`src/pkg/spi_ctrl_pkg.sv`:
```
/*
 * Constants, field layouts, carrier structs and state codes for the byte-wide
 * serial controller/peripheral block with its Wishbone register slave.
 * Assumes one bus clock and a synchronous active-high reset.
 */
// Functional notes
// Receive-full or mode-fault raises the interrupt when its enable bit is set
// Clearing enable aborts the transfer, flushes buffers, resets state machines
// On disable receive-full clears and transmit-empty sets
// Transmit-empty raises the interrupt when the transmit interrupt enable is set
// Role bit: 0 selects peripheral, 1 selects controller
// Polarity bit inverts the serial clock; 0 idles low, 1 idles high
// Phase 0: first clock edge mid bit; phase 1: edge at bit start
// Bit order: 0 sends most significant bit first, 1 least significant
// Controller without fault detect leaves the select pin untouched
// Controller with fault detect: select pin is fault input or auto select output
// In peripheral role the select pin is always the select input
// Single-wire mode: bidir enable turns the shared data driver on or off
// Without single-wire mode the bidir enable has no effect
// Single-wire uses controller-out pin as controller, controller-in pin as peripheral
// Wait-stop bit halts the block clocks while the processor waits
// Unimplemented bits 7, 6, 5 and 2 of control two read zero
// Software keeps disable and phase change in separate writes
// Peripheral takes part only while the select input is low
// Bit clock is bus clock over prescale 1..8 times power-of-two 2..256
// Transmit-empty sets whenever a byte moves into the shift register
// Low select input in controller fault-input mode sets the mode-fault flag
// Automatic select output is low during each controller transfer, high between
package spi_ctrl_pkg;

  // ---------------------------------------------------------------------------
  // Register byte addresses
  // ---------------------------------------------------------------------------
  localparam int unsigned ADR_W = 5;
  localparam logic [ADR_W-1:0] ADR_CTRL1  = 5'h00;
  localparam logic [ADR_W-1:0] ADR_CTRL2  = 5'h04;
  localparam logic [ADR_W-1:0] ADR_BAUD   = 5'h08;
  localparam logic [ADR_W-1:0] ADR_STATUS = 5'h0C;
  localparam logic [ADR_W-1:0] ADR_DATA   = 5'h10;

  // ---------------------------------------------------------------------------
  // Field positions
  // ---------------------------------------------------------------------------
  localparam int unsigned C1_RFIE = 7;
  localparam int unsigned C1_EN   = 6;
  localparam int unsigned C1_TXIE = 5;
  localparam int unsigned C1_CTRL = 4;
  localparam int unsigned C1_CLOCK_IDLE_LEVEL = 3;
  localparam int unsigned C1_CLOCK_PHASE_SELECT = 2;
  localparam int unsigned C1_SELOUT = 1;
  localparam int unsigned C1_LSBF = 0;
  localparam int unsigned C2_FDEN = 4;
  localparam int unsigned C2_BIDIR = 3;
  localparam int unsigned C2_WSTOP = 1;
  localparam int unsigned C2_SWIRE = 0;
  localparam int unsigned ST_RXF  = 7;
  localparam int unsigned ST_TXE  = 5;
  localparam int unsigned ST_FAULT = 4;

  // ---------------------------------------------------------------------------
  // Masks, reset values and counts
  // ---------------------------------------------------------------------------
  localparam logic [7:0] C2_MASK    = 8'h1B;
  localparam logic [7:0] BAUD_MASK  = 8'h77;
  localparam logic [7:0] CTRL1_RST  = 8'h00;
  localparam logic [7:0] CTRL2_RST  = 8'h00;
  localparam logic [7:0] BAUD_RST   = 8'h00;
  localparam logic [4:0] EDGE_LAST  = 5'h10;

  // ---------------------------------------------------------------------------
  // Carriers and states
  // ---------------------------------------------------------------------------
  typedef struct packed {
    logic             cyc;
    logic             stb;
    logic             we;
    logic [ADR_W-1:0] adr;
    logic [3:0]       sel;
    logic [31:0]      dat;
  } wb_req_t;

  typedef struct packed {
    logic        ack;
    logic [31:0] dat;
  } wb_rsp_t;

  typedef struct packed {
    logic sck;
    logic mosi;
    logic miso;
    logic ss;
  } pin_in_t;

  typedef struct packed {
    logic sck;
    logic sck_oe_n;
    logic mosi;
    logic mosi_oe_n;
    logic miso;
    logic miso_oe_n;
    logic ss;
    logic ss_oe_n;
  } pin_out_t;

  typedef enum logic [1:0] {
    XS_IDLE  = 2'b01,
    XS_SHIFT = 2'b10
  } xfer_state_t;

endpackage

```
`src/spi_ctrl.sv`:
```
/*
 * Byte-wide serial controller/peripheral with its control registers,
 * flags, baud divider, shifter and pin multiplexing, reached over a
 * classic Wishbone slave. Pins are split into in/out/enable triples;
 * the surroundings resolve the wires. Pin inputs are synchronous to clk_i.
 */
// Added by the designer: register access over Wishbone and the register offsets.
`timescale 1ns/100ps
module spi_ctrl (
  input  wire logic              clk_i,
  input  wire logic              rst_i,
  input  spi_ctrl_pkg::wb_req_t  wb_i,
  output spi_ctrl_pkg::wb_rsp_t  wb_o,
  input  wire logic              wait_mode_i,
  input  spi_ctrl_pkg::pin_in_t  pin_i,
  output spi_ctrl_pkg::pin_out_t pin_o,
  output logic                   irq_o
);
  import spi_ctrl_pkg::*;

  // ---------------------------------------------------------------------------
  // Storage
  // ---------------------------------------------------------------------------
  logic [7:0]  ctrl1_ff;
  logic [7:0]  ctrl2_ff;
  logic [7:0]  baud_ff;
  logic [7:0]  tx_buf_ff;
  logic [7:0]  rx_buf_ff;
  logic [7:0]  shift_ff;
  logic        rx_full_ff;
  logic        tx_empty_ff;
  logic        mode_fault_ff;
  logic        rx_arm_ff;
  logic        tx_arm_ff;
  logic        mf_arm_ff;
  logic        ack_ff;
  logic [31:0] rdat_ff;
  xfer_state_t state_ff;
  logic [4:0]  edge_cnt_ff;
  logic        sck_act_ff;
  logic        sin_ff;
  logic        sck_prev_ff;
  logic        sel_prev_ff;
  logic        sel_hold_ff;
  logic [2:0]  pre_cnt_ff;
  logic [7:0]  rate_cnt_ff;

  logic       en;
  logic       controller;
  logic       clock_idle_level;
  logic       clock_phase_select;
  logic       lsbf;
  logic       auto_sel;
  logic       fden;
  logic       swire;
  logic       bidir;
  logic       run;
  logic       sel;
  logic       busy;
  logic       req;
  logic       acc;
  logic       wr;
  logic       rd;
  logic [7:0] rate_top;
  logic       half_tick;
  logic       sck_edge;
  logic       edge_evt;
  logic [4:0] k;
  logic       is_sample;
  logic       is_shift;
  logic       done;
  logic       start_c;
  logic       start_p;
  logic       load_evt;
  logic       mf_hit;
  logic       abort;
  logic       din;
  logic       sdo;
  logic       final_bit;
  logic [7:0] rd_val;

  function automatic logic hit(input logic [ADR_W-1:0] adr, input logic [ADR_W-1:0] off);
    return adr == off;
  endfunction

  function automatic logic [7:0] shift_in(input logic [7:0] v, input logic b,
                                          input logic lsb_first);
    return lsb_first ? {b, v[7:1]} : {v[6:0], b};
  endfunction

  assign en         = ctrl1_ff[C1_EN];
  assign controller = ctrl1_ff[C1_CTRL];
  assign clock_idle_level       = ctrl1_ff[C1_CLOCK_IDLE_LEVEL];
  assign clock_phase_select       = ctrl1_ff[C1_CLOCK_PHASE_SELECT];
  assign lsbf       = ctrl1_ff[C1_LSBF];
  assign auto_sel   = ctrl1_ff[C1_SELOUT];
  assign fden       = ctrl2_ff[C2_FDEN];
  assign swire      = ctrl2_ff[C2_SWIRE];
  assign bidir      = ctrl2_ff[C2_BIDIR];
  assign run        = ~(wait_mode_i & ctrl2_ff[C2_WSTOP]);
  assign sel        = ~pin_i.ss;
  assign busy       = state_ff == XS_SHIFT;

  // ---------------------------------------------------------------------------
  // Wishbone slave: ack one cycle after the request, access at the ack edge
  // ---------------------------------------------------------------------------
  assign req = wb_i.cyc & wb_i.stb & ~ack_ff;
  assign acc = wb_i.cyc & wb_i.stb & ack_ff;
  assign wr  = acc & wb_i.we & wb_i.sel[0];
  assign rd  = acc & ~wb_i.we;

  always_comb begin
    rd_val = 8'h00;
    if (hit(wb_i.adr, ADR_CTRL1)) rd_val = ctrl1_ff;
    else if (hit(wb_i.adr, ADR_CTRL2)) rd_val = ctrl2_ff & C2_MASK;
    else if (hit(wb_i.adr, ADR_BAUD)) rd_val = baud_ff & BAUD_MASK;
    else if (hit(wb_i.adr, ADR_STATUS)) rd_val = {rx_full_ff, 1'b0, tx_empty_ff,
                                                 mode_fault_ff, 4'h0};
    else if (hit(wb_i.adr, ADR_DATA)) rd_val = rx_buf_ff;
  end

  always_ff @(posedge clk_i) begin
    if (rst_i) begin
      ack_ff  <= 1'b0;
      rdat_ff <= 32'h0000_0000;
    end else begin
      ack_ff <= req;
      if (req) rdat_ff <= {24'h00_0000, rd_val};
    end
  end

  assign wb_o = '{ack: ack_ff, dat: rdat_ff};

  // ---------------------------------------------------------------------------
  // Control registers
  // ---------------------------------------------------------------------------
  always_ff @(posedge clk_i) begin
    if (rst_i) begin
      ctrl1_ff <= CTRL1_RST;
      ctrl2_ff <= CTRL2_RST;
      baud_ff  <= BAUD_RST;
    end else begin
      if (wr && hit(wb_i.adr, ADR_CTRL1)) ctrl1_ff <= wb_i.dat[7:0];
      if (wr && hit(wb_i.adr, ADR_CTRL2)) ctrl2_ff <= wb_i.dat[7:0] & C2_MASK;
      if (wr && hit(wb_i.adr, ADR_BAUD)) baud_ff <= wb_i.dat[7:0] & BAUD_MASK;
      // A fault drops controller role so two controllers stop fighting
      if (mf_hit) ctrl1_ff[C1_CTRL] <= 1'b0;
    end
  end

  // ---------------------------------------------------------------------------
  // Baud divider: half-bit pulse every (prescale) x (rate/2) bus cycles
  // ---------------------------------------------------------------------------
  assign rate_top  = 8'((9'h001 << baud_ff[2:0]) - 9'h001);
  assign half_tick = busy & controller & run & (pre_cnt_ff == baud_ff[6:4])
                     & (rate_cnt_ff == rate_top);

  always_ff @(posedge clk_i) begin
    if (rst_i || !en || !busy) begin
      pre_cnt_ff  <= 3'h0;
      rate_cnt_ff <= 8'h00;
    end else if (run) begin
      if (pre_cnt_ff == baud_ff[6:4]) begin
        pre_cnt_ff  <= 3'h0;
        rate_cnt_ff <= (rate_cnt_ff == rate_top) ? 8'h00 : rate_cnt_ff + 8'h01;
      end else begin
        pre_cnt_ff <= pre_cnt_ff + 3'h1;
      end
    end
  end

  // ---------------------------------------------------------------------------
  // Edge sequencing shared by both roles: 16 clock edges per byte
  // ---------------------------------------------------------------------------
  assign sck_edge  = run & ~controller & sel & (pin_i.sck ^ sck_prev_ff);
  assign edge_evt  = en & busy & (controller ? half_tick : sck_edge);
  assign k         = edge_cnt_ff + 5'h01;
  assign is_sample = k[0] ^ clock_phase_select;
  assign is_shift  = ~is_sample & (k > 5'h01) & (k < EDGE_LAST);
  assign done      = edge_evt & (k == EDGE_LAST);
  assign start_c   = en & controller & ~busy & ~tx_empty_ff & ~mf_hit & ~sel_hold_ff;
  assign start_p   = en & ~controller & ~busy & sel & ~sel_prev_ff & run;
  assign load_evt  = ~tx_empty_ff & (start_c | start_p | (done & ~controller));
  assign mf_hit    = en & controller & fden & ~auto_sel & ~pin_i.ss;
  assign abort     = ~en | mf_hit | (~controller & ~sel & busy);

  always_ff @(posedge clk_i) begin
    if (rst_i || abort) begin
      state_ff    <= XS_IDLE;
      edge_cnt_ff <= 5'h00;
    end else begin
      case (state_ff)
        XS_IDLE: begin
          edge_cnt_ff <= 5'h00;
          if (start_c || start_p) state_ff <= XS_SHIFT;
        end
        XS_SHIFT: begin
          if (edge_evt) edge_cnt_ff <= done ? 5'h00 : k;
          // Controller rests two cycles between bytes; peripheral stays selected
          if (done && controller) state_ff <= XS_IDLE;
        end
        default: state_ff <= XS_IDLE;
      endcase
    end
  end

  always_ff @(posedge clk_i) begin
    if (rst_i) begin
      sck_prev_ff <= 1'b0;
      sel_prev_ff <= 1'b0;
    end else if (run) begin
      sck_prev_ff <= pin_i.sck;
      sel_prev_ff <= sel;
    end
  end

  always_ff @(posedge clk_i) begin
    if (rst_i || abort || !busy) sck_act_ff <= 1'b0;
    else if (edge_evt && controller) sck_act_ff <= ~sck_act_ff;
  end

  // Select stays low one cycle past the last edge so the peer still sees it selected
  always_ff @(posedge clk_i) begin
    if (rst_i || abort) sel_hold_ff <= 1'b0;
    else sel_hold_ff <= done & controller;
  end

  // ---------------------------------------------------------------------------
  // Shifter and data buffers
  // ---------------------------------------------------------------------------
  assign din = controller ? (swire ? pin_i.mosi : pin_i.miso)
                          : (swire ? pin_i.miso : pin_i.mosi);
  assign sdo       = lsbf ? shift_ff[0] : shift_ff[7];
  assign final_bit = clock_phase_select ? din : sin_ff;

  always_ff @(posedge clk_i) begin
    if (rst_i || !en) begin
      shift_ff  <= 8'h00;
      sin_ff    <= 1'b0;
      rx_buf_ff <= 8'h00;
    end else begin
      if (load_evt) shift_ff <= tx_buf_ff;
      else if (edge_evt && is_shift) shift_ff <= shift_in(shift_ff, sin_ff, lsbf);
      if (edge_evt && is_sample) sin_ff <= din;
      if (done) rx_buf_ff <= shift_in(shift_ff, final_bit, lsbf);
    end
  end

  always_ff @(posedge clk_i) begin
    if (rst_i || !en) tx_buf_ff <= 8'h00;
    else if (wr && hit(wb_i.adr, ADR_DATA) && tx_arm_ff) tx_buf_ff <= wb_i.dat[7:0];
  end

  // ---------------------------------------------------------------------------
  // Flags: a status read with the flag set arms its clearing access
  // ---------------------------------------------------------------------------
  always_ff @(posedge clk_i) begin
    if (rst_i || !en) begin
      rx_full_ff <= 1'b0;
      rx_arm_ff  <= 1'b0;
    end else begin
      if (done) rx_full_ff <= 1'b1;
      else if (rd && hit(wb_i.adr, ADR_DATA) && rx_arm_ff) rx_full_ff <= 1'b0;
      if (rd && hit(wb_i.adr, ADR_STATUS)) rx_arm_ff <= rdat_ff[ST_RXF];
      else if (rd && hit(wb_i.adr, ADR_DATA)) rx_arm_ff <= 1'b0;
    end
  end

  always_ff @(posedge clk_i) begin
    if (rst_i || !en) begin
      tx_empty_ff <= 1'b1;
      tx_arm_ff   <= 1'b0;
    end else begin
      if (load_evt) tx_empty_ff <= 1'b1;
      else if (wr && hit(wb_i.adr, ADR_DATA) && tx_arm_ff) tx_empty_ff <= 1'b0;
      if (rd && hit(wb_i.adr, ADR_STATUS)) tx_arm_ff <= rdat_ff[ST_TXE];
      else if (wr && hit(wb_i.adr, ADR_DATA)) tx_arm_ff <= 1'b0;
    end
  end

  always_ff @(posedge clk_i) begin
    if (rst_i || !en) begin
      mode_fault_ff <= 1'b0;
      mf_arm_ff     <= 1'b0;
    end else begin
      if (mf_hit) mode_fault_ff <= 1'b1;
      else if (wr && hit(wb_i.adr, ADR_CTRL1) && mf_arm_ff) mode_fault_ff <= 1'b0;
      if (rd && hit(wb_i.adr, ADR_STATUS)) mf_arm_ff <= rdat_ff[ST_FAULT];
      else if (wr && hit(wb_i.adr, ADR_CTRL1)) mf_arm_ff <= 1'b0;
    end
  end

  assign irq_o = (ctrl1_ff[C1_RFIE] & (rx_full_ff | mode_fault_ff))
               | (ctrl1_ff[C1_TXIE] & tx_empty_ff);

  // ---------------------------------------------------------------------------
  // Pin multiplexing; enables are active low
  // ---------------------------------------------------------------------------
  always_comb begin
    pin_o.sck       = sck_act_ff ^ clock_idle_level;
    pin_o.sck_oe_n  = ~(en & controller);
    pin_o.mosi      = sdo;
    pin_o.mosi_oe_n = ~(en & controller & (~swire | bidir));
    pin_o.miso      = sdo;
    pin_o.miso_oe_n = ~(en & ~controller & sel & (~swire | bidir));
    pin_o.ss        = ~(busy | sel_hold_ff);
    pin_o.ss_oe_n   = ~(en & controller & fden & auto_sel);
  end
endmodule // spi_ctrl

```
`config.mk`:
```
export PLATFORM = sky130hd
export DESIGN_NAME = spi_ctrl
export DESIGN_NICKNAME = d
export VERILOG_FILES = /design/src/pkg/spi_ctrl_pkg.sv /design/src/spi_ctrl.sv
export SDC_FILE = /design/constraint.sdc
export NUM_CORES = 1
export LEC_CHECK = 0
export BUFFER_PORTS_ARGS = -buffer_cell sky130_fd_sc_hd__buf_2
export CAP_MARGIN = 5
export CORE_MARGIN = 3
export CORE_UTILIZATION = 55
export DETAILED_ROUTE_END_ITERATION = 8
export GPL_ROUTABILITY_DRIVEN = 0
export PLACE_DENSITY = 0.81
export SLEW_MARGIN = 20
export SYNTH_ARGS = -nofsm -noshare
export SYNTH_HDL_FRONTEND = slang
export SYNTH_SLANG_ARGS = --single-unit
export TNS_END_PERCENT = 10
```
`constraint.sdc`:
```
create_clock -name clk_i -period 2.9 [get_ports clk_i]
set_input_delay 0.725 -clock clk_i [delete_from_list [all_inputs] [get_ports clk_i]]
set_output_delay 0.725 -clock clk_i [all_outputs]
set_load 0.03 [all_outputs]
```
Word level (Yosys, flattened, before mapping)
Index checks and enable logic that the tools add are counted.

Bits of input ports: 51. Register bits after elaboration: 80.

Muxes and demuxes: 33. Bitwise gates (word level): 74. Order comparisons: 2. Shift-type cells: 1. $add $sub $neg: 4. Reductions and logical operators: 33. Equality and inequality tests: 12.

Operator list (count): $mux 8 (10); $and 1x1->1 (43); $not 1->1 (20); $mux 1 (16); $reduce_bool 2->1 (7); $logic_and 1x1->1 (13); $eq 5x4->1 const B (2); $eq 5x5->1 const B (2); $mux 5 (2); $pmux 5 s2 (1); $add 8x1->8 const B (1); $eq 8x8->1 (1); $or 1x1->1 (8); $shl 1x3->8 const A (1); $sub 8x1->8 const B (1); $reduce_and 2->1 (3); $add 5x1->5 const B (1); $eq 5x3->1 const B (1); $gt 5x1->1 const B (1); $logic_not 5->1 (1); $logic_or 1x1->1 (5); $lt 5x5->1 const B (1); $mux 2 (2); $ne 2x1->1 const B (2); 10 further kinds (14).

Logic depth before layout (Yosys ltp)
Gate-level depths: netlist (run 1).

Word-level depth: 12. Mapped depth: 9.

Worst setup path before layout (run 1)
No wires, ideal clock.

Kind: input to register. Start: input port pin_i[0] (netlist name). End: register shift_ff[2]. Required time: 2777 ps. Cell stages on the path: 6. Path slack: 564 ps. Arrival time: 2214 ps. Cell sequence: nor3b_1 nand4_1 a2bb2oi_1 o21ai_2 nor2_1 a221o_2.

Longest elaborated chain between the ends: 10.

Ends and longest elaborated chain: start, declared (line spi_ctrl.sv:15) `input spi_ctrl_pkg::pin_in_t pin_i,`; $not 1->1 * (line spi_ctrl.sv:101, spi_ctrl.sv:184); $and 1x1->1 (2 in series) (line spi_ctrl.sv:175) `assign sck_edge = run & ~controller & sel & (pin_i.sck ^ sck_prev_ff);`; $mux 1 (line spi_ctrl.sv:176) `assign edge_evt = en & busy & (controller ? half_tick : sck_edge);`; $and 1x1->1 (line spi_ctrl.sv:176); $and 1x1->1 (line spi_ctrl.sv:180) `assign done = edge_evt & (k == EDGE_LAST);`; $and 1x1->1 (line spi_ctrl.sv:183) `assign load_evt = ~tx_empty_ff & (start_c | start_p | (done & ~controller));`; $or 1x1->1 (line spi_ctrl.sv:183); $and 1x1->1 (line spi_ctrl.sv:183); $mux 8 / $reduce_bool 2->1 (equally long branches); end signal, assigned (line spi_ctrl.sv:242) `if (load_evt) shift_ff <= tx_buf_ff;`; end signal, assigned (line spi_ctrl.sv:243) `else if (edge_evt && is_shift) shift_ff <= shift_in(shift_ff, sin_ff, lsbf);`; end, declared (line spi_ctrl.sv:29) `logic [7:0] shift_ff;`.

Mark *: on every way between the ends. The rest lies on a longest branch, timed or not. A chain may end at the register's enable or synchronous reset.

Worst setup path in the final report (run 1)
Start: register edge_cnt_ff[0]. End: register shift_ff[2].

Longest elaborated chain between the ends: 7.

Ends and longest elaborated chain: start, declared (line spi_ctrl.sv:39) `logic [4:0] edge_cnt_ff;`; start signal, assigned (line spi_ctrl.sv:198) `if (edge_evt) edge_cnt_ff <= done ? 5'h00 : k;`; $add 5x1->5 * (line spi_ctrl.sv:177) `assign k = edge_cnt_ff + 5'h01;`; branches (longest 6 deep; another with $gt 5x1->1).

Every way passes the cells marked *.

==> results of run 1 <==
[final timing paths]
| check | from | slack [ps] | depth (start not counted) | end |
|---|---|---|---|---|
| hold / removal | rdat_ff[3]$_SDFFE_PP0P_ | 470 | 2 | rdat_ff[3]$_SDFFE_PP0P_ |
| setup / recovery | edge_cnt_ff[0]$_SDFFE_PP0P_ | 320 | 8 | shift_ff[2]$_SDFFE_PP0P_ |
| hold reg to reg | rdat_ff[3]$_SDFFE_PP0P_ | 470 | 2 | rdat_ff[3]$_SDFFE_PP0P_ |
| setup reg to reg | edge_cnt_ff[0]$_SDFFE_PP0P_ | 320 | 8 | shift_ff[2]$_SDFFE_PP0P_ |
[Yosys cell counts (3+ instances only)]
library cell	n
nand2_1	36
o22ai_1	3
nand3_1	14
nand4_1	9
or3_1	4
nor2b_1	8
dfxtp_1	80
buf_4	28
clkbuf_1	19
nor4_1	9
and3_1	5
inv_1	7
nor2_1	68
ha_1	5
a211oi_1	14
nor3_1	13
a221o_2	5
a22oi_1	3
nor3b_1	6
o21ai_0	11
a21oi_1	22
mux2i_1	42
and2_1	4
nand2b_1	9
xnor2_1	4
xor2_1	14
[final cells by class]
| cell class | instances | area (um^2) |
|---|---|---|
| inverters | 7 | 26.3 |
| fillers | 638 | 2720 |
| flip-flops and latches | 80 | 1600 |
| well taps | 99 | 124 |
| repair buffers | 52 | 288 |
| clock buffers | 9 | 124 |
| clock inverters | 7 | 103 |
| multi-input cells | 381 | 2420 |
[cell families (layout without fill, tap and decap cells)]
group                    Yosys count  count (layout)  share of synthesized area [%]
AO/OA/AOI/OAI                     84              84                           13.9
multiplexers                      44              44                           10.3
adder cells (fa/ha/maj)            5               5                           1.46
AND/OR/NAND/NOR                  206             206                           25.0
XOR/XNOR                          18              18                           3.68
buffers and inverters             60              75                           8.14
flip-flops                        80              80                           37.4
other                              1              24                         0.0875
[sequential cells by signal, indices dropped and copies added (netlist names), 2 cells and up]
| name | cells |
|---|---|
| baud_ff | 6 |
| rx_buf_ff | 8 |
| rate_cnt_ff | 8 |
| ctrl2_ff | 4 |
| tx_buf_ff | 8 |
| rdat_ff | 8 |
| ctrl1_ff | 8 |
| edge_cnt_ff | 5 |
| shift_ff | 8 |
| pre_cnt_ff | 3 |
| state_ff | 2 |
[cell usage in the layout (no fill, tap or decap), types with 8 or more instances in the layout]
cell type,n
nand2_1,36
nor2b_1,8
nand4_1,9
nor4_1,9
dfxtp_1,80
nand2b_1,9
a211oi_1,14
clkbuf_8,9
xor2_1,14
buf_2,41
a21oi_1,22
o21ai_0,11
nor3_1,13
conb_1,24
nor2_1,68
nand3_1,14
mux2i_1,42
buf_4,11
[metrics by stage]
step / area (um^2) / power, mW / worst slack [ps] / instances
2_1_floorplan: 4370 / 1.25 / 564 / 521
3_3_place_gp: 4460 / 1.27 / 380 / 619
3_5_place_dp: 4460 / 1.27 / 349 / 619
4_1_cts: 4690 / 2.21 / 318 / 635
5_1_grt: 4690 / 2.27 / 132 / 635
6_report: 4690 / 2.20 / 322 / 635
[power by group]
part           leakage (nW)  total, mW  switching, mW  internal (mW)
Clock                 0.116      0.953          0.456          0.497
Sequential            0.646       1.11        0.00543           1.11
Combinational          1.07      0.136          0.104         0.0323
Total                  1.83       2.20          0.565           1.63
[per-layer routing]
layer / vias to the layer above / wire length (um) / track usage [%]
met5: - / 0 / 0
met2: 138 / 4530 / 36.5
li1: 1805 / - / -
met1: 1750 / 4450 / 31.5
met4: 0 / 204 / 7.22
met3: 23 / 650 / 5.37
[worst register-to-register path: stages, from the launching register on]
cell	delay [ps]
dfxtp_1	500
ha_1	390
nor2_1	90
and4b_1	210
a41oi_1	270
a2bb2oi_1	320
o21ai_2	110
nor2_1	400
a221o_2	240
==> reports/metrics.csv, run 1 <==
metric,value,unit
clk_latency,370,ps
worstPathRequired,3210,ps
die_y,94.3,um
cts_tree,yes,
ys_ff_latch,80,
worstMarginPinSlew,567,ps
antenna_found_initial,0,
vdd_drop_max,547,uV
period_share,88.9,%
yosysTopAreaCellShare,37.4,%
numClockSinks,80,
grt_max_degree,32,
totalWireLength,9840,um
cp_max_fo,9,
hold_buffers,0,
synth_ff_type,dfxtp_1,
first_iter_violations,317,
ctsResizeCount,0,
grt_pass1_wl,16200,um
routed_via_density,5.85,
antenna_left,0,
cpMaxStageDelayCell,dfxtp_1,
maxCapViolCount,0,
rsz0062_at_grt,false,
synth_cells,498,
slew_headroom,62.2,%
slowest_delay,500,ps
max_freq,388,MHz
drc,1,
leakagePower,1.83,nW
cp_top_family,compound AO/OA/AOI/OAI gates,
grt_overflow,0,
slew_violations,0,
tns,0,ps
clockBufferDepth,2,
critPathBufInv,0,
violations,design-rule violations,
status,finished with violations,
timing.hold.ws,467,ps
htreeDepth,3,
crit_top_cell,nor2_1,
clkTransAtPathRegs,90,ps
cp-start-kind,register,
drive_above_1_share,16.4,%
power.density,469,nW/um^2
fin_skew,14.4,ps
yosys_warnings,0,
ys_seq_area_share,37.4,%
syn_avg_cell_area,8.61,um^2
initial_core_util,57.9,%
period_minus_slack,2580,ps
die_w,94.3,um
dp_hpwl,7230,um
design.die.area,8890,um^2
utilization,63.3,%
crit_type,register to register,
yosys.area.top_type,dfxtp_1,
nets,587,
hp-class,register to register,
core,7410,um^2
yosysUniqueCellTypes,68,
cts_made_buffers,9,
async_reset_ff_share,0,%
cp_cell_sequence,ha_1 -> nor2_1 -> and4b_1 -> a41oi_1 -> a2bb2oi_1 -> o21ai_2 -> nor2_1 -> a221o_2,
dr.pass1.iters,8,
cts_setup_buffers,0,
track_usage,23.2,%
diodes,0,
io_pins,93,
hold_violations,0,
synth_edf_count,0,
crit_path_end_kind,register,
routedWlPerCell,15.5,um
arrival,2890,ps
setup_viol,0,
area_growth,9.37,%
rows,31,
grt_pass1_vias,3397,
cts_root_buffer,clkbuf_8,
port_buffers,41,
synthTopCellsByArea,"dfxtp_1 37%, mux2i_1 9.8%, nor2_1 6.0%",
synth_area,4290,um^2
vias,3716,
No activity file was read; power rests on OpenSTA's default activity.
==> run 2: changes to the inputs <==
--- a/config.mk
+++ b/config.mk
@@ -5,6 +5,7 @@
 export SDC_FILE = /design/constraint.sdc
 export NUM_CORES = 1
 export LEC_CHECK = 0
+export ABC_AREA = 1
 export BUFFER_PORTS_ARGS = -buffer_cell sky130_fd_sc_hd__buf_2
 export CAP_MARGIN = 5
 export CORE_MARGIN = 3
==> reports/metrics.csv, run 2 <==
metric,value,unit,change
status,completed,,
stdcell_area,4650,um^2,-0.77%
synth_edf_count,0,,unchanged
drc,0,,-1
final_cells,756,,+19%
cts_tree,yes,,
worst_slack,598,ps,+276 ps
ys_seq_area_share,37.4,%,+0.076 points
cp-start-kind,register,,
hold_violations,0,,unchanged
synth_area,4280,um^2,-0.20%
port_buffers,41,,unchanged
utilization,62.8,%,-0.49 points
hp-start,rx_buf_ff[2]$_SDFFE_PP0P_,,
power.density,439,nW/um^2,-6.4%
fillers,683,,+7.1%
first_iter_violations,310,,-2.2%
synth_cells,611,,+23%
r2r_setup_slack,810,ps,+490 ps
grt_max_degree,27,,-16%
fin_skew,15.7,ps,+1.31 ps
cp_max_fo,9,,unchanged
placed_cell_area,4470,um^2,+0.11%
dp_hpwl,7770,um,+7.5%
syn_avg_cell_area,7.00,um^2,-19%
power.total,2.04,mW,-7.2%
core,7410,um^2,unchanged
async_reset_ff_share,0,%,unchanged
ctsResizeCount,0,,unchanged
arrival,1580,ps,-1310 ps
synthTopCellsByArea,"dfxtp_1 37%, nand2_1 14%, a21oi_1 7.1%",,
dr.pass1.iters,5,,-3
period_minus_slack,2300,ps,-276 ps
slew_headroom,66.7,%,+4.5 points
layout.cells.most_common,nand2_1,,
clockBufferDepth,2,,unchanged
vias,4119,,+11%
grt_overflow,0,,unchanged
maxCapViolCount,0,,unchanged
yosys_warnings,0,,unchanged
hp-class,register to register,,
cp_cell_sequence,clkinv_2 -> nand4_1 -> buf_2,,
die_w,94.2,um,about the same
synth_ff_type,dfxtp_1,,
timing.hold.ws,474,ps,+6.78 ps
design.die.area,8870,um^2,-0.19%
hold_buffers,0,,unchanged
routedWlPerCell,13.9,um,-10%
slew_violations,0,,unchanged
drive_above_1_share,15.2,%,-1.2 points
leakagePower,1.96,nW,+6.8%
die_y,94.2,um,about the same
rsz0062_at_grt,false,,
crit_path_end_kind,output pin,,
vdd_drop_max,233,uV,-57%
cts_setup_buffers,0,,unchanged
worstMarginPinSlew,499,ps,-67.6 ps
cpMaxStageDelayCell,dfxtp_1,,
rr_worst_depth,10,,+2
grt_pass1_vias,3693,,+8.7%
cts_made_buffers,9,,unchanged
dp_cells,740,,+20%
yosys.area.top_type,dfxtp_1,,
min_path_cells,2,,unchanged
io_pins,93,,unchanged
diodes,0,,unchanged
clk_latency,370,ps,about the same
grt_pass1_wl,16900,um,+4.2%
initial_core_util,57.8,%,-0.12 points
whs_endpoint,rx_buf_ff[2]$_SDFFE_PP0P_,,
max_freq,434,MHz,+12%
worstPathRequired,2170,ps,-1040 ps
antenna_found_initial,0,,unchanged
routed_via_density,5.45,,-6.9%
slowest_delay,640,ps,+140 ps
post-place-ws,632,ps,+284 ps
period_share,79.4,%,-9.5 points
mostFrequentLayoutCells,"155 x nand2_1, 80 x dfxtp_1, 61 x a21oi_1",,
reg2reg_to,shift_ff[0]$_SDFFE_PP0P_,,
nets,708,,+21%
rows,31,,unchanged
synth_most_common_cell,nand2_1,,
track_usage,24.3,%,+1.1 points
totalWireLength,10500,um,+6.8%
setup_viol,0,,unchanged
tns,0,ps,unchanged
htreeDepth,3,,unchanged
numClockSinks,80,,unchanged
synth_common_cells,"155 x nand2_1, 80 x dfxtp_1, 61 x a21oi_1, 57 x nor2_1, 47 x inv_1",,
yosysUniqueCellTypes,40,,-41%
area_growth,8.74,%,
antenna_left,0,,unchanged
r2r-start,edge_cnt_ff[0]$_SDFFE_PP0P_,,
ys_ff_latch,80,,unchanged
crit_type,register to output pin,,
cts_root_buffer,clkbuf_8,,
clkTransAtPathRegs,90,ps,about the same
yosysTopAreaCellShare,37.4,%,+0.076 points
-- run 2: cell count changes after synthesis, moves of 9 or more --
| cell | delta |
|---|---|
| inv_1 | +40 |
| nand2b_1 | -9 |
| nand3_1 | +30 |
| a211oi_1 | -14 |
| clkbuf_1 | -10 |
| mux2i_1 | -42 |
| o21ai_0 | +28 |
| nand2_1 | +119 |
| a21oi_1 | +39 |
| nor2_1 | -11 |
-- run 2: worst max-delay path by stage --
stage	from	to	slack, ps	cells after the start
after global routing	ctrl1_ff[4]$_SDFFE_PP0P_	pin_o[2]	510	3
after detailed placement	wait_mode_i	shift_ff[7]$_SDFFE_PP0P_	630	12
after floorplan	wait_mode_i	shift_ff[7]$_SDFFE_PP0P_	860	13
final	ctrl1_ff[4]$_SDFFE_PP0P_	pin_o[2]	600	3
after CTS	ctrl1_ff[4]$_SDFFE_PP0P_	pin_o[2]	580	3
after global placement	wait_mode_i	shift_ff[7]$_SDFFE_PP0P_	670	12
-- run 2: logic make-up (layout without fill, tap and decap cells) --
group	after synthesis	count (layout)	synth area share, %
fa+ha+maj	5	5	1.46
xor+xnor	12	12	2.46
flops	80	80	37.4
simple gates	305	305	33.2
other cells	1	24	0.0876
buf+inv	94	117	11.1
compound gates	114	114	14.3
-- run 2: area by class of cell --
| type | count | area [um^2] | area share (%) |
|---|---|---|---|
| clock buffer | 9 | 124 | 2.66 |
| clock inverter | 7 | 61.3 | 1.32 |
| inverter | 54 | 204 | 4.38 |
| multi-input combinational | 460 | 2290 | 49.2 |
| sequential | 80 | 1600 | 34.4 |
| tap | 99 | 124 | 2.66 |
| timing repair buffer | 47 | 250 | 5.38 |
-- run 2: critical path, delay by kind of cell (launching register included) --
family | cells | cell delay, ps
flops | 1 | 640
buf+inv | 2 | 430
simple gates | 1 | 160
-- run 2: power by group --
part / leakage, nW / total [mW] / internal (mW) / switching (mW)
sequential: 0.646 / 1.11 / 1.11 / 0.00472
clock: 0.0892 / 0.802 / 0.329 / 0.473
combinational: 1.22 / 0.130 / 0.0296 / 0.100
total: 1.96 / 2.04 / 1.46 / 0.578
-- run 2: metal layers --
layer  vias up  global-route usage [%]  wire (um)
li1       2027                       -          -
met1      1860                    32.3       4500
met2       220                    39.6       4800
met3        12                    4.65       1070
met4         0                    7.82        125
met5         -                       0          0
